[config.mk]
export PLATFORM = sky130hd
export DESIGN_NAME = hie2_ctrl
export DESIGN_NICKNAME = d
export VERILOG_FILES = /design/src/rtl/hie2_pkg.sv /design/src/rtl/hie2_ctrl.sv /design/src/rtl/hie2_enable_bit.sv
export VERILOG_INCLUDE_DIRS = /design/src /design/src/rtl
export SDC_FILE = /design/constraint.sdc
export NUM_CORES = 1
export LEC_CHECK = 0
export ABC_AREA = 1
export BUFFER_PORTS_ARGS = -buffer_cell sky130_fd_sc_hd__buf_2
export CAP_MARGIN = 20
export CORE_AREA = 2 2 39 41
export CTS_CLUSTER_DIAMETER = 120
export DETAILED_ROUTE_END_ITERATION = 8
export DIE_AREA = 0 0 41 43
export PLACE_DENSITY = 0.66
export SLEW_MARGIN = 0
export SYNTH_ARGS = -nofsm -noshare
export SYNTH_HDL_FRONTEND = slang
export SYNTH_SLANG_ARGS = --single-unit
[constraint.sdc]
create_clock -name clk -period 1.26 [get_ports clk]
set_input_delay 0.063 -clock clk [delete_from_list [all_inputs] [get_ports clk]]
set_output_delay 0.063 -clock clk [all_outputs]
set_load 0.1 [all_outputs]
[src/rtl/hie2_regs.svh]
// Constants for the channel-two host interrupt enable block
// Assumes a single 20 MHz clock domain and synchronous reset
`ifndef HIE2_REGS_SVH
`define HIE2_REGS_SVH

`define HIE2_BIT_IRQ10 2
`define HIE2_BIT_IRQ9  1
`define HIE2_BIT_IRQ6  0
`define HIE2_EN_RESET  3'h0
`define HIE2_NUM_IRQ   3

`endif

[src/rtl/hie2_pkg.sv]
// Types for the channel-two host interrupt enable block
// Assumes the constants header is included by the modules
package hie2_pkg;

  typedef struct packed {
    logic irq10;
    logic irq9;
    logic irq6;
  } hie2_irq_t;

  typedef struct packed {
    logic       rd;
    logic       wr;
    logic [2:0] wdata;
  } hie2_sw_t;

endpackage

[src/rtl/hie2_ctrl.sv]
// Channel-two host IRQ10/IRQ9/IRQ6 enable and request logic
// Assumes slave strobes are single-cycle pulses on clk; LPC resets are
// synchronous to clk already
`timescale 1ns/1ps
`include "hie2_regs.svh"
module hie2_ctrl
  import hie2_pkg::*;
(
  // Clock and reset
  input  wire logic      clk,
  input  wire logic      srst,
  // LPC resets
  input  wire logic      lpc_hw_reset,
  input  wire logic      lpc_sw_reset,
  // Slave access to the enable bits
  input  wire hie2_sw_t  sw_req,
  output logic [2:0]     sw_rdata,
  // Channel-two buffer state
  input  wire logic      out_buffer_full_ch2,
  input  wire logic      out_data_reg_ch2_wr,
  input  wire logic      direct_request_select,
  // Requests from other sources
  input  wire hie2_irq_t other_irq,
  // Requests to the serial interrupt output
  output hie2_irq_t      host_irq
);

  logic        obf_q_ff;
  logic        pend_ff;
  logic [2:0]  en;
  logic        obf_fall;
  logic        hw_clr;
  logic [2:0]  req;
  logic [2:0]  sw_rdata_ff;
  hie2_irq_t   host_irq_ff;

  ////////////////////////////////////////////////////////////////////////
  // Buffer flag tracking
  always_ff @(posedge clk)
  begin
    if (srst)
      obf_q_ff <= 1'b0;
    else
      obf_q_ff <= out_buffer_full_ch2;
  end

  // Flag set by a slave write to the output data register
  always_ff @(posedge clk)
  begin
    if (srst || !out_buffer_full_ch2)
      pend_ff <= 1'b0;
    else if (out_data_reg_ch2_wr)
      pend_ff <= 1'b1;
  end

  assign obf_fall = obf_q_ff && !out_buffer_full_ch2;
  assign hw_clr   = lpc_hw_reset || lpc_sw_reset ||
                    (obf_fall && !direct_request_select);

  ////////////////////////////////////////////////////////////////////////
  // Enable bits
  for (genvar i = 0; i < `HIE2_NUM_IRQ; i++)
  begin : g_en
    hie2_enable_bit u_bit (
      .clk     (clk),
      .srst    (srst),
      .sw_rd   (sw_req.rd),
      .sw_wr   (sw_req.wr),
      .sw_wbit (sw_req.wdata[i]),
      .hw_clr  (hw_clr),
      .en      (en[i])
    );
  end

  always_ff @(posedge clk)
  begin
    if (srst)
      sw_rdata_ff <= `HIE2_EN_RESET;
    else
      sw_rdata_ff <= en;
  end

  assign sw_rdata = sw_rdata_ff;

  ////////////////////////////////////////////////////////////////////////
  // Request generation
  always_comb
  begin
    if (direct_request_select)
      req = en;
    else
      req = en & {3{out_buffer_full_ch2 && pend_ff}};
  end

  always_ff @(posedge clk)
  begin
    if (srst)
      host_irq_ff <= '0;
    else
    begin
      host_irq_ff.irq10 <= req[`HIE2_BIT_IRQ10] || other_irq.irq10;
      host_irq_ff.irq9  <= req[`HIE2_BIT_IRQ9]  || other_irq.irq9;
      host_irq_ff.irq6  <= req[`HIE2_BIT_IRQ6]  || other_irq.irq6;
    end
  end

  assign host_irq = host_irq_ff;

endmodule

[src/rtl/hie2_enable_bit.sv]
// One enable bit with read-zero-then-write-one set condition
// Assumes all inputs are on clk; clears outrank a set
`timescale 1ns/1ps
`include "hie2_regs.svh"
module hie2_enable_bit
  import hie2_pkg::*;
(
  // Clock and reset
  input  wire logic clk,
  input  wire logic srst,
  // Software access
  input  wire logic sw_rd,
  input  wire logic sw_wr,
  input  wire logic sw_wbit,
  // Hardware clear
  input  wire logic hw_clr,
  // State
  output logic      en
);

  logic en_ff;
  logic armed_ff;

  assign en = en_ff;

  ////////////////////////////////////////////////////////////////////////
  // Arm on a read that sees zero
  always_ff @(posedge clk)
  begin
    if (srst || hw_clr)
      armed_ff <= 1'b0;
    else if (sw_wr)
      armed_ff <= 1'b0;
    else if (sw_rd)
      armed_ff <= ~en_ff;
  end

  ////////////////////////////////////////////////////////////////////////
  // Enable bit
  always_ff @(posedge clk)
  begin
    if (srst || hw_clr)
      en_ff <= 1'b0;
    else if (sw_wr && !sw_wbit)
      en_ff <= 1'b0;
    else if (sw_wr && sw_wbit && armed_ff)
      en_ff <= 1'b1;
  end

endmodule

==> impl_metrics.tcl <==
set metrics [dict create \
    cpLargestDelayFamily "buffers and inverters" \
    p_total_mw 0.8924 \
    synth-edff-count 0 \
    antenna_found_initial 0 \
    crit_slowest_cell "buf_2" \
    worst_pin_slew_ps 489.6 \
    cap_violations 0 \
    holdCritStartpoint "srst" \
    maxSlewViolCount 0 \
    synth.area.top_cells "dfxtp_1 55%, nand2_1 16%, inv_1 8.1%" \
    synth-simple-area-share_pct 28.40 \
    vias 463 \
    status "finished, final reports clean" \
    synth_nets 83 \
    synth.cell_area_um2 506.7 \
    drc 0 \
    yosys-top-cells-count "21 x nand2_1, 14 x dfxtp_1, 11 x inv_1" \
    hp-class "primary input to register" \
    clk_pin_slew_worst_paths_ps 90 \
    hold_path_end "sw_rdata[2]" \
    reg2reg_from "g_en[1].u_bit.en" \
    cts_buffers 3 \
    die_area_um2 1763 \
    place_area_um2 626.9 \
    portBuffers 20 \
    use_met3_pct 4.712 \
    synth_xor_area_share_pct 0 \
    clockBufferDepth 2 \
    io_pins 21 \
    yosysSeqAreaShare_pct 55.31 \
    path_class "register to output pin" \
    dp_hpwl_um 796 \
    area_growth_pct 38.77 \
    max_freq_ghz 0.9196 \
    grt_pass1_vias 431 \
    fp.dieW_um 41 \
    grtUsageTotal_pct 15.14 \
    core-area_um2 1384 \
    synth_compound_area_share_pct 7.407 \
    initial_core_util_pct 36.62 \
    ys_async_sr_fraction_pct 0 \
    r2r-end "g_en[1].u_bit.armed_ff" \
    netlist_instances 68 \
    grt-ovfl-total 0 \
    die_h_um 43 \
    hold_violations 0 \
    htreeDepth 1 \
    ys_ff_latch 14 \
    synth_top_family_by_area "simple AND/OR/NAND/NOR gates" \
    r2r_cells 3 \
    critical_path_buf_inv_count 1 \
    crit_path_end_kind "output pin" \
    cp-start-kind "register" \
    finalSetupViolCount 0 \
    synth_top_area_cell "dfxtp_1" \
    period_share_pct 86.30 \
    synth_fa_ha_area_share_pct 0 \
    grt_util_met2_pct 21.56 \
    synth.avg_cell_area_um2 7.452 \
    grt_busiest_layer "met2" \
    use_met1_pct 18.63 \
    worstPathMaxFanout 1 \
    gp_congestion 0.7391 \
    grt_pass1_wl_um 1752 \
    grt_max_degree 9 \
    synthFlopType "dfxtp_1" \
    post-route-min-period_ps 1087 \
    nNetsFinal 112 \
    yosys-mux-area-fraction_pct 0 \
    postCtsSetupRepairBufs 0 \
    diodes 0 \
    rsz0062_at_grt "false" \
    leakage_nw 0.3726 \
    crit_arrival_ps 1020 \
    drt-pass1-iter-count 2 \
    path_cells "buf_2" \
    row_count 14 \
    cp.required_ps 1200 \
    fin_tns_setup_ps 0 \
    utilization_pct 50.81 \
    cpPeakStageDelay_ps 420 \
    max-slew-margin-rel_pct 67.58 \
    final.setup_skew_ps 5.264 \
    via_per_inst 4.134 \
    r2r_slack_ps 500 \
    drtAntennaViolNets 0 \
    drt_wl_total_um 1034 \
    yosys.area.top_type_share_pct 55.31 \
    ys_warn_count 0 \
    cts_root_buf "clkbuf_4" \
    holdPathStages 2 \
    clock_latency_ps 280 \
    ys_types 11 \
    drt-wirelength-per-cell_um 9.232 \
    synth.most_common_cell "nand2_1" \
    final_layout_size_suffix_gt1_share_pct 29.17 \
    final_cell_area_um2 703.2 \
    drtIter0Drc 10 \
    cts_tree "done" \
    vdd_drop_max_mv 0.5898 \
    cts_sinks 14 \
    p_per_area_nw_per_um2 1269 \
]
[layer usage]
metal  vias to the layer above  wire length, µm
li1                        259                -
met1                       188              463
met2                        12              502
met3                         4               42
met4                         0               25
met5                         -                0
[sequential cells by signal, summed over array words and instances (netlist names)]
register and flops:
host_irq 3, pend_ff 1, obf_q_ff 1, sw_rdata 3, g_en.u_bit.en 3, g_en.u_bit.armed_ff 3
[cell usage in the layout (no fill, tap or decap), drive strengths merged]
cell type and count:
dlygate4sd3 4, o21ai 6, nor2 11, nand2 22
buf 20, inv 12, o21a 1, dfxtp 14
clkbuf 4, nand3 2
[per-stage QoR]
step | instances | setup WS, ps | hold WS (ps)
6_report | 112 | 172.6 | 17.25
5_1_grt | 112 | 129.2 | 21.95
4_1_cts | 112 | 164.1 | 13.26
3_5_place_dp | 104 | 477.7 | 262.5
3_3_place_gp | 104 | 504.1 | 258.7
2_1_floorplan | 68 | 288.0 | 146.4
[logic make-up (layout without fill, tap and decap cells)]
kind of cell    count (synthesis)  in the layout
simple gates                   35             35
buf+inv                        12             40
flops                          14             14
compound gates                  7              7
[cell type report]
class	count	area, µm²
clock buffers	4	36.28
inverters	12	45.04
multi-input cells	42	181.4
flip-flops and latches	14	280.3
fillers	136	680.7
repair buffers	24	140.1
well taps	16	20.02
[power by group]
| part | switching [mW] | total (mW) | internal [mW] |
|---|---|---|---|
| logic | 0.0722 | 0.109 | 0.0372 |
| registers | 0.00305 | 0.455 | 0.452 |
| clock network | 0.152 | 0.328 | 0.176 |
| total | 0.227 | 0.892 | 0.665 |
[worst max path at each step]
stage	end	from	slack, ps	cells after the start
3_5_place_dp	host_irq[1]	host_irq[1]	480	1
2_1_floorplan	host_irq[0]	host_irq[0]	290	0
6_report	host_irq[1]	host_irq[1]	170	1
3_3_place_gp	sw_rdata[1]	sw_rdata[1]	500	1
4_1_cts	host_irq[1]	host_irq[1]	160	1
5_1_grt	host_irq[2]	host_irq[2]	130	1
[what timing repair did]
action | in CTS | in global routing
hold buffers | 4 | 0
gates resized for setup | 0 | 0
hold endpoints to repair | 4 | 0
Note: power is estimated with default switching activity, not from simulation.
